`src/swwd_pkg.sv`:
```
package swwd_pkg;
   // APB register index and byte addresses
   localparam logic [11:0] WDOG_CFG_IDX = 12'h00f;
   localparam logic [11:0] ADDR_WDOG_CFG = 12'h03c;
   localparam logic [11:0] ADDR_STOP_REC = 12'h040;
   localparam logic [11:0] ADDR_STATUS = 12'h044;
   localparam logic [11:0] ADDR_PORT_MODE = 12'h048;
   // Recovery config fields
   localparam int SRC_LSB = 2;
   localparam int DELAY_BIT = 5;
   localparam int LEVEL_BIT = 6;
   localparam int WARM_BIT = 7;
   localparam logic [7:0] STOP_REC_RST = 8'h20;
   localparam logic [7:0] WDOG_CFG_RST = 8'h00;
   // Watchdog config fields
   localparam int WD_HALT_BIT = 2;
   localparam int WD_STOP_BIT = 3;
   localparam int WD_EXT_BIT = 4;
   localparam logic [7:0] WD_CFG_MASK = 8'h1f;
   localparam logic [15:0] RESTART_VECTOR = 16'h000c;
   localparam int CLK_MHZ = 100;
   localparam int POR_US = 5000;
   localparam int POR_CYC = POR_US * CLK_MHZ;
   localparam int CFG_WINDOW_CYC = 64;
   localparam logic [7:0] OP_FLUSH = 8'hff;
   localparam logic [7:0] OP_STOP = 8'h6f;
   localparam logic [7:0] OP_HALT = 8'h7f;
   typedef enum logic [3:0] {
      ST_RESET = 4'b0001,
      ST_RUN = 4'b0010,
      ST_HALT = 4'b0100,
      ST_STOP = 4'b1000
   } pstate_t;
endpackage

```
`src/sleep_wake_watchdog_control.sv`:
```
// How it works
// - Hold core in reset about 5 ms
// - Halt gates CPU clock, interrupts resume
// - Stop ends only through a reset
// - Restart from stop at address 000C
// - Bits 3,4 keep oscillator in stop
// - Field 4:2 selects recovery source
// - Analog port3 lines never wake stop
// - SPI match wakes from stop when SPI and compare are enabled
// - Bit 5 selects delayed or fast wake
// - Bit 6 selects wake level, resets 0
// - Bit 7 warm flag, set on stop
// - Watchdog retriggerable one-shot resets device
// - First refresh enables, only power-up disables
// - Bit 4 selects watchdog clock source
// - Refresh updates zero, sign, overflow flags
// - Tap select, halt and stop run bits
// - Bits 3,4: external clock in stop
// - Config writable 64 cycles after start
// - Watchdog config write-only at 0FH
// - Stop recovery keeps configuration registers
// - Timer started by POR, timeout, slow wake
module sleep_wake_watchdog_control
   import swwd_pkg::*;
#(
   parameter int POR_CYCLES = POR_CYC,
   parameter int WD_TAP0 = 1024,
   parameter int WD_TAP1 = 2048,
   parameter int WD_TAP2 = 4096,
   parameter int WD_TAP3 = 8192
) (
   input wire logic clk,
   input wire logic arst_n,
   input wire logic psel,
   input wire logic penable,
   input wire logic pwrite,
   input wire logic [11:0] paddr,
   input wire logic [31:0] pwdata,
   output logic [31:0] prdata,
   output logic pready,
   output logic pslverr,
   input wire logic power_good,
   input wire logic [7:0] op_exec,
   input wire logic op_valid,
   input wire logic irq_any,
   input wire logic [3:1] port3_pins,
   input wire logic [7:0] port2_pins,
   input wire logic spi_enable,
   input wire logic spi_compare_en,
   input wire logic spi_match,
   input wire logic rc_osc_tick,
   input wire logic osc_input_pin,
   output logic core_reset,
   output logic cpu_clk_en,
   output logic osc_en,
   output logic [15:0] restart_addr,
   output logic [2:0] flags_zsv,
   output logic flags_we
);
   typedef struct packed {
      pstate_t st;
      logic [31:0] por_cnt;
      logic [6:0] win_cnt;
      logic [7:0] wcfg;
      logic [7:0] srec;
      logic [7:0] pmode;
      logic wd_en;
      logic [15:0] wd_cnt;
      logic rc_d, xt_d;
      logic pg_d;
      logic warm_rst;
      logic [31:0] prdata;
      logic pready, pslverr;
      logic core_reset, cpu_clk_en, osc_en;
      logic [15:0] restart_addr;
      logic [2:0] flags_zsv;
      logic flags_we;
   } state_t;
   state_t s_r, s_nxt;

   logic [3:1] p3_s;
   logic [7:0] p2_s;
   logic pg_s, spi_s, rc_s, xt_s;
   // Pins pass two flops before use
   sync2 #(.W(15)) u_sync (
      .clk(clk),
      .arst_n(arst_n),
      .d({port3_pins, port2_pins, power_good, spi_match, rc_osc_tick,
          osc_input_pin}),
      .q({p3_s, p2_s, pg_s, spi_s, rc_s, xt_s})
   );

   logic src_lvl, wake, wd_tick, wd_run, wd_tmo, wr, rd, analog;
   logic [15:0] tap;
   assign analog = s_r.pmode[1];
   always_comb begin
      s_nxt = s_r;
      wr = psel && penable && pwrite && s_r.pready;
      rd = psel && penable && !pwrite;
      // Recovery source select, level applied below
      case (s_r.srec[4:2])
         3'b010: src_lvl = analog ? !s_r.srec[LEVEL_BIT] : p3_s[1];
         3'b011: src_lvl = analog ? !s_r.srec[LEVEL_BIT] : p3_s[2];
         3'b100: src_lvl = analog ? !s_r.srec[LEVEL_BIT] : p3_s[3];
         3'b101: src_lvl = p2_s[7];
         3'b110: src_lvl = ~|p2_s[3:0];
         3'b111: src_lvl = ~|p2_s;
         default: src_lvl = !s_r.srec[LEVEL_BIT];
      endcase
      wake = (src_lvl == s_r.srec[LEVEL_BIT])
         || (spi_enable && spi_compare_en && spi_s);
      // Watchdog clock: RC or external edge
      wd_tick = s_r.wcfg[WD_EXT_BIT] ? (xt_s && !s_r.xt_d)
                                     : (rc_s && !s_r.rc_d);
      if (s_r.st == ST_STOP && s_r.wcfg[WD_STOP_BIT]
          && s_r.wcfg[WD_EXT_BIT])
         wd_tick = xt_s && !s_r.xt_d;
      wd_run = s_r.wd_en && (s_r.st == ST_RUN
         || (s_r.st == ST_HALT && s_r.wcfg[WD_HALT_BIT])
         || (s_r.st == ST_STOP && s_r.wcfg[WD_STOP_BIT]));
      case (s_r.wcfg[1:0])
         2'd0: tap = 16'(WD_TAP0);
         2'd1: tap = 16'(WD_TAP1);
         2'd2: tap = 16'(WD_TAP2);
         default: tap = 16'(WD_TAP3);
      endcase
      wd_tmo = wd_run && wd_tick && (s_r.wd_cnt + 16'h0001 >= tap);
      s_nxt.rc_d = rc_s;
      s_nxt.xt_d = xt_s;
      // Held high in reset so release gives no false power-up edge
      s_nxt.pg_d = pg_s || s_r.st == ST_RESET;
      s_nxt.flags_we = 1'b0;
      s_nxt.pready = 1'b0;
      s_nxt.pslverr = 1'b0;
      if (wd_run && wd_tick)
         s_nxt.wd_cnt = s_r.wd_cnt + 16'h0001;
      // APB slave, one wait state
      if (psel && penable && !s_r.pready) begin
         s_nxt.pready = 1'b1;
         s_nxt.prdata = 32'h0000_0000;
         case (paddr)
            ADDR_WDOG_CFG: begin
               s_nxt.prdata = 32'h0000_0000;
            end
            ADDR_STOP_REC: begin
               if (rd)
                  s_nxt.prdata = {24'h00_0000, s_r.srec};
            end
            ADDR_STATUS: begin
               if (rd)
                  s_nxt.prdata = {24'h00_0000, s_r.wd_en, s_r.win_cnt};
            end
            ADDR_PORT_MODE: begin
               if (rd)
                  s_nxt.prdata = {24'h00_0000, s_r.pmode};
            end
            default: s_nxt.pslverr = 1'b1;
         endcase
      end
      // Writes land on the edge that completes the transfer
      if (wr) begin
         case (paddr)
            ADDR_WDOG_CFG: begin
               // Write-only, window-gated
               if (s_r.win_cnt < 7'(CFG_WINDOW_CYC)
                   && s_r.st == ST_RUN)
                  s_nxt.wcfg = pwdata[7:0] & WD_CFG_MASK;
            end
            ADDR_STOP_REC: s_nxt.srec[6:0] = pwdata[6:0];
            ADDR_PORT_MODE: s_nxt.pmode = pwdata[7:0];
            default: s_nxt.pmode = s_r.pmode;
         endcase
      end
      if (s_r.st == ST_RUN && s_r.win_cnt < 7'(CFG_WINDOW_CYC))
         s_nxt.win_cnt = s_r.win_cnt + 7'h01;
      case (s_r.st)
         ST_RESET: begin
            s_nxt.core_reset = 1'b1;
            s_nxt.cpu_clk_en = 1'b0;
            s_nxt.osc_en = 1'b1;
            if (s_r.por_cnt != 32'h0000_0000)
               s_nxt.por_cnt = s_r.por_cnt - 32'h0000_0001;
            else begin
               s_nxt.st = ST_RUN;
               s_nxt.core_reset = 1'b0;
               s_nxt.cpu_clk_en = 1'b1;
               s_nxt.win_cnt = 7'h00;
            end
         end
         ST_RUN: begin
            if (op_valid && op_exec == OP_HALT) begin
               s_nxt.st = ST_HALT;
               s_nxt.cpu_clk_en = 1'b0;
            end else if (op_valid && op_exec == OP_STOP) begin
               s_nxt.st = ST_STOP;
               s_nxt.cpu_clk_en = 1'b0;
               s_nxt.srec[WARM_BIT] = 1'b1;
               // Crystal kept only for external watchdog
               s_nxt.osc_en = s_r.wcfg[WD_STOP_BIT]
                  && s_r.wcfg[WD_EXT_BIT];
            end else if (op_valid && op_exec == 8'h5f) begin
               // Refresh: enable and restart, flag update
               s_nxt.wd_en = 1'b1;
               s_nxt.wd_cnt = 16'h0000;
               s_nxt.flags_zsv = 3'b100;
               s_nxt.flags_we = 1'b1;
            end
         end
         ST_HALT: begin
            if (irq_any) begin
               s_nxt.st = ST_RUN;
               s_nxt.cpu_clk_en = 1'b1;
            end
         end
         ST_STOP: begin
            // Only a reset leaves stop
            if (wake) begin
               s_nxt.restart_addr = RESTART_VECTOR;
               s_nxt.osc_en = 1'b1;
               s_nxt.st = ST_RESET;
               s_nxt.core_reset = 1'b1;
               s_nxt.por_cnt = s_r.srec[DELAY_BIT]
                  ? 32'(POR_CYCLES) : 32'h0000_0000;
            end
         end
         default: s_nxt.st = ST_RESET;
      endcase
      // Watchdog timeout or power-good edge: full reset
      if (wd_tmo || (pg_s && !s_r.pg_d)) begin
         s_nxt.st = ST_RESET;
         s_nxt.core_reset = 1'b1;
         s_nxt.cpu_clk_en = 1'b0;
         s_nxt.osc_en = 1'b1;
         s_nxt.por_cnt = 32'(POR_CYCLES);
         s_nxt.srec[WARM_BIT] = 1'b0;
         s_nxt.wd_cnt = 16'h0000;
         s_nxt.restart_addr = 16'h0000;
         if (pg_s && !s_r.pg_d) begin
            // Power-up reloads; stop recovery never gets here
            s_nxt.wcfg = WDOG_CFG_RST;
            s_nxt.srec = STOP_REC_RST;
            s_nxt.pmode = 8'h00;
            s_nxt.wd_en = 1'b0;
         end
      end
   end

   always_ff @(posedge clk or negedge arst_n) begin
      if (!arst_n) begin
         s_r <= '0;
         s_r.st <= ST_RESET;
         s_r.por_cnt <= 32'(POR_CYCLES);
         s_r.srec <= STOP_REC_RST;
         s_r.core_reset <= 1'b1;
         s_r.osc_en <= 1'b1;
         s_r.pg_d <= 1'b1;
      end else begin
         s_r <= s_nxt;
      end
   end

   assign prdata = s_r.prdata;
   assign pready = s_r.pready;
   assign pslverr = s_r.pslverr;
   assign core_reset = s_r.core_reset;
   assign cpu_clk_en = s_r.cpu_clk_en;
   assign osc_en = s_r.osc_en;
   assign restart_addr = s_r.restart_addr;
   assign flags_zsv = s_r.flags_zsv;
   assign flags_we = s_r.flags_we;

   AST_STOP_NO_CPU: assert property (@(posedge clk) disable iff (!arst_n)
      s_r.st == ST_STOP |-> !cpu_clk_en) else $error("cpu clock in stop");
   AST_HALT_GATE: assert property (@(posedge clk) disable iff (!arst_n)
      $rose(s_r.st == ST_HALT) |-> !cpu_clk_en && osc_en)
      else $error("halt gating wrong");
   AST_RESTART_VEC: assert property (@(posedge clk) disable iff (!arst_n)
      s_r.st == ST_STOP ##1 s_r.st == ST_RESET |-> restart_addr == 16'h000c)
      else $error("bad restart address");
   AST_OSC_STOP: assert property (@(posedge clk) disable iff (!arst_n)
      $rose(s_r.st == ST_STOP) |-> osc_en == (s_r.wcfg[3] && s_r.wcfg[4]))
      else $error("oscillator in stop wrong");
   AST_WARM_SET: assert property (@(posedge clk) disable iff (!arst_n)
      $rose(s_r.st == ST_STOP) |-> s_r.srec[7])
      else $error("warm flag not set");
   AST_WD_STICKY: assert property (@(posedge clk) disable iff (!arst_n)
      s_r.wd_en && !$rose(pg_s) |=> s_r.wd_en)
      else $error("watchdog disabled");
   AST_CFG_LOCK: assert property (@(posedge clk) disable iff (!arst_n)
      s_r.win_cnt >= 7'd64 && s_r.st == ST_RUN |=> $stable(s_r.wcfg))
      else $error("config changed after window");
   AST_FAST_WAKE: assert property (@(posedge clk) disable iff (!arst_n)
      s_r.st == ST_STOP && wake && !s_r.srec[5] |=> ##1 !core_reset)
      else $error("fast wake slow");
   AST_FLAGS: assert property (@(posedge clk) disable iff (!arst_n)
      s_r.st == ST_RUN && op_valid && op_exec == 8'h5f |=> flags_we)
      else $error("flags not updated");
endmodule

```
`src/sync2.sv`:
```
module sync2 #(
   parameter int W = 1
) (
   input wire logic clk,
   input wire logic arst_n,
   input wire logic [W-1:0] d,
   output logic [W-1:0] q
);
   logic [W-1:0] m_r;
   always_ff @(posedge clk or negedge arst_n) begin
      if (!arst_n) begin
         m_r <= '0;
         q <= '0;
      end else begin
         m_r <= d;
         q <= m_r;
      end
   end
endmodule

```
`config.mk`:
```
export PLATFORM = sky130hd
export DESIGN_NAME = sleep_wake_watchdog_control
export DESIGN_NICKNAME = d
export VERILOG_FILES = /design/src/swwd_pkg.sv /design/src/sleep_wake_watchdog_control.sv /design/src/sync2.sv
export SDC_FILE = /design/constraint.sdc
export NUM_CORES = 1
export LEC_CHECK = 0
export BUFFER_PORTS_ARGS = -buffer_cell sky130_fd_sc_hd__buf_2
export CORE_MARGIN = 3
export CORE_UTILIZATION = 60
export DETAILED_ROUTE_END_ITERATION = 12
export PLACE_DENSITY = 0.82
export SYNTH_ARGS = -nofsm -noshare
export SYNTH_HDL_FRONTEND = slang
export SYNTH_SLANG_ARGS = --single-unit
```
`constraint.sdc`:
```
create_clock -name clk -period 9.25 [get_ports clk]
set_clock_uncertainty 0.2 [all_clocks]
set_input_delay 1.85 -clock clk [delete_from_list [all_inputs] [get_ports clk]]
set_output_delay 1.85 -clock clk [all_outputs]
set_load 0.05 [all_outputs]
```
==> flow_summary.ini <==
[finish]
insertedDiodeCount = 0
drive_above_1_share_pct = 19.23
synthToLayoutAreaGrowth_pct = 11.21
fillers = 779
mostFrequentLayoutCell = dfrtp_1
fin_nets = 825
layout_common_cells = 118 x dfrtp_1, 67 x buf_2, 59 x nor2_1
fin_util_pct = 69.39

[placement]
io_buffer_count = 68
place_hpwl_um = 10640
routabilityCongestion = 0.9251

[pwr]
clockPowerShare_pct = 47.6
comb_power_share_pct = 8.3
p_leak_nw = 3.415
power_switching_share_pct = 26.56
p_int_mw = 1.040
pwr-share-seq_pct = 44.2
irDropWorstVdd_mv = 0.1715
p_sw_mw = 0.3762
power.density_mw_per_mm2 = 185.9

[sta]
fin_crit_ns = 3.948
finalCritPeriodShare_pct = 42.68
final-setup-viol-count = 0
rsz0062_at_grt = no
tightest_slew_ns = 1.081
hold_violations = 0
final.setup.tns_ns = 0
final-max-slew-violation-count = 0
fmax_mhz = 253.3
slew_headroom_pct = 27.30

[worst_hold_path]
min_from = u_sync.m_r[8]$_DFF_PN0_
worstHoldEndpoint = u_sync.q[8]$_DFF_PN0_
hold_path_class = reg2reg
holdPathStages = 0

[cts]
cts_resized = 0
clkTransAtPathRegs_ns = 0.06
clockBufferDepth = 2
htreeDepth = 4
cts_sinks = 130
cts_tree = built
postCtsHoldBufs = 0
root_buffer = clkbuf_16
cts_made_buffers = 17
cts_setup_buffers = 0
clk_latency_ns = 0.43

[route]
first_pass_iters = 5
vias = 5604
drt_wl_total_um = 16200
antenna_left = 0
route.detailed.drc = 0
avgRoutedWirePerCell_um = 18.12
avgViaCountPerCell = 6.268
drtIter0Drc = 575

[floorplan]
core_mm2 = 0.01098
fp.dieH_um = 112.9
ios = 133
dieWidth_um = 112.9
std_cell_rows = 38
initial_core_util_pct = 62.39
die-area_mm2 = 0.01274

[yosys]
synth.avg_cell_area_um2 = 9.903
yosys.area.top_type = dfrtp_1
netlist.area_leader.share_pct = 43.09
synthArstFlopShare_pct = 100.0
ys_warn_count = 0
synth_area_mm2 = 0.006853
ys_ff_latch = 130
synth_cells = 692
synth_edf_count = 0
ys_types = 67
synth_area_leaders = dfrtp_1 43%, buf_4 5.7%, dfstp_2 4.6%
yosys_most_used_dff = dfrtp_1
yosysSeqAreaShare_pct = 47.69

[outcome]
status = completed

[worst_setup_path]
critPathCaptureType = flip-flop
r2r_cells = 12
reg2reg_from = s_r[61]$_DFF_PN0_
crit_type = reg2reg
critPathRequiredTime_ns = 9.29
r2r_end = s_r[133]$_DFFE_PN0P_
regToRegSetupSlack_ns = 5.30
cp_max_fo = 49
critPathArrivalTime_ns = 3.99
cp-start-kind = flip-flop

[global_routing]
grt_antenna_before_repair = 0
grt_use_met2_pct = 44.15
grtUsageTotal_pct = 26.28
grt_use_met3_pct = 6.791
grt_pass1_wl_um = 26990
grt_most_used_layer = met2
grt_pass1_vias = 5595
grtUsageMet1_pct = 33.30
grt_overflow = 0
grt_max_degree = 85

[job]
maxCapViolCount = 0
==> flip-flops by register name, indices dropped and copies added, names as in the netlist, 8 cells and up <==
register,cells
u_sync.q,15
prdata,8
s_r,83
u_sync.m_r,15
==> critical path, stage by stage, from the launching register on <==
cell       delay (ns)
dfrtp_1          0.46
ha_1             0.28
and4_1           0.35
nand2_1          0.10
nor2_1           0.20
nand3_1          0.16
xnor2_1          0.16
ha_1             0.29
and3_1           0.15
o2111ai_1        0.13
a221oi_1         0.46
o32a_4           0.68
a211oi_1         0.12
==> worst max-delay path by stage <==
stage / from / endpoint / slack [ns] / cells after the start
6_report: s_r[61]$_DFF_PN0_ / s_r[133]$_DFFE_PN0P_ / 5.30 / 12
5_1_grt: s_r[61]$_DFF_PN0_ / s_r[133]$_DFFE_PN0P_ / 5.05 / 12
3_5_place_dp: paddr[9] / s_r[91]$_DFF_PN1_ / 5.06 / 6
3_3_place_gp: paddr[9] / s_r[91]$_DFF_PN1_ / 5.18 / 6
4_1_cts: s_r[61]$_DFF_PN0_ / s_r[133]$_DFFE_PN0P_ / 5.31 / 12
2_1_floorplan: paddr[9] / s_r[91]$_DFF_PN1_ / 5.53 / 5
==> metrics by stage <==
stage	std cells	hold slack (ns)	worst slack, ns	cell area (um2)	power, mW
6_report	894	0.1430	5.302	7621	1.416
5_1_grt	894	0.1527	5.045	7621	1.467
4_1_cts	894	0.1451	5.313	7621	1.424
3_5_place_dp	862	0.1347	5.059	7028	0.7505
3_3_place_gp	862	0.1326	5.175	7028	0.7439
2_1_floorplan	731	0.1312	5.528	6999	0.7256
==> power groups by stage <==
stage	clock, mW	sequential, mW	combinational, mW
4_1_cts	0.682	0.625	0.118
2_1_floorplan	0	0.629	0.0965
3_3_place_gp	0	0.632	0.112
6_report	0.674	0.626	0.117
5_1_grt	0.707	0.630	0.130
3_5_place_dp	0	0.634	0.117
==> cells by family (layout without fill, tap and decap cells) <==
group / count (synthesis) / after routing / share of synthesized area, %
AND/OR/NAND/NOR: 259 / 259 / 19.74
other: 1 / 40 / 0.05472
buffers and inverters: 97 / 120 / 8.800
XOR/XNOR: 23 / 23 / 2.940
AO/OA/AOI/OAI: 145 / 145 / 15.08
multiplexers: 29 / 29 / 4.236
adder cells (fa/ha/maj): 8 / 8 / 1.461
flip-flops: 130 / 130 / 47.69
==> cell usage after synthesis (5+ instances only) <==
cell type,instances
o21ai_0,29
xor2_1,12
nor2_1,59
xnor2_1,11
inv_1,13
ha_1,8
nand4_1,14
a21oi_2,7
nor3_1,43
dfstp_2,12
a22o_1,9
clkbuf_1,22
a31oi_1,19
nor2b_1,7
nand2_1,47
and3_1,9
a311oi_1,10
dfrtp_1,118
o31ai_1,11
nand2b_1,5
buf_4,52
a211o_1,6
a21oi_1,18
nand3_1,20
mux2i_1,29
a211oi_1,7
or3_1,11
nor4_1,12
o41ai_1,5
==> per-layer routing <==
layer,share of wire [%],vias to the layer above,routed length (um)
li1,-,2544,-
met1,40,2746,6426
met2,51,264,8262
met3,7.4,50,1200
met4,1.9,0,309
met5,0,-,0
==> final cells by class <==
class / count / area (um2) / share of cell area (%)
repair buffers: 75 / 395.4 / 5.188
inverters: 13 / 48.80 / 0.6403
clock inverters: 13 / 150.1 / 1.970
well taps: 140 / 175.2 / 2.298
clock buffers: 19 / 442.9 / 5.812
multi-input cells: 504 / 3141 / 41.21
flip-flops and latches: 130 / 3268 / 42.88
Note: power is estimated with default switching activity, not from simulation.
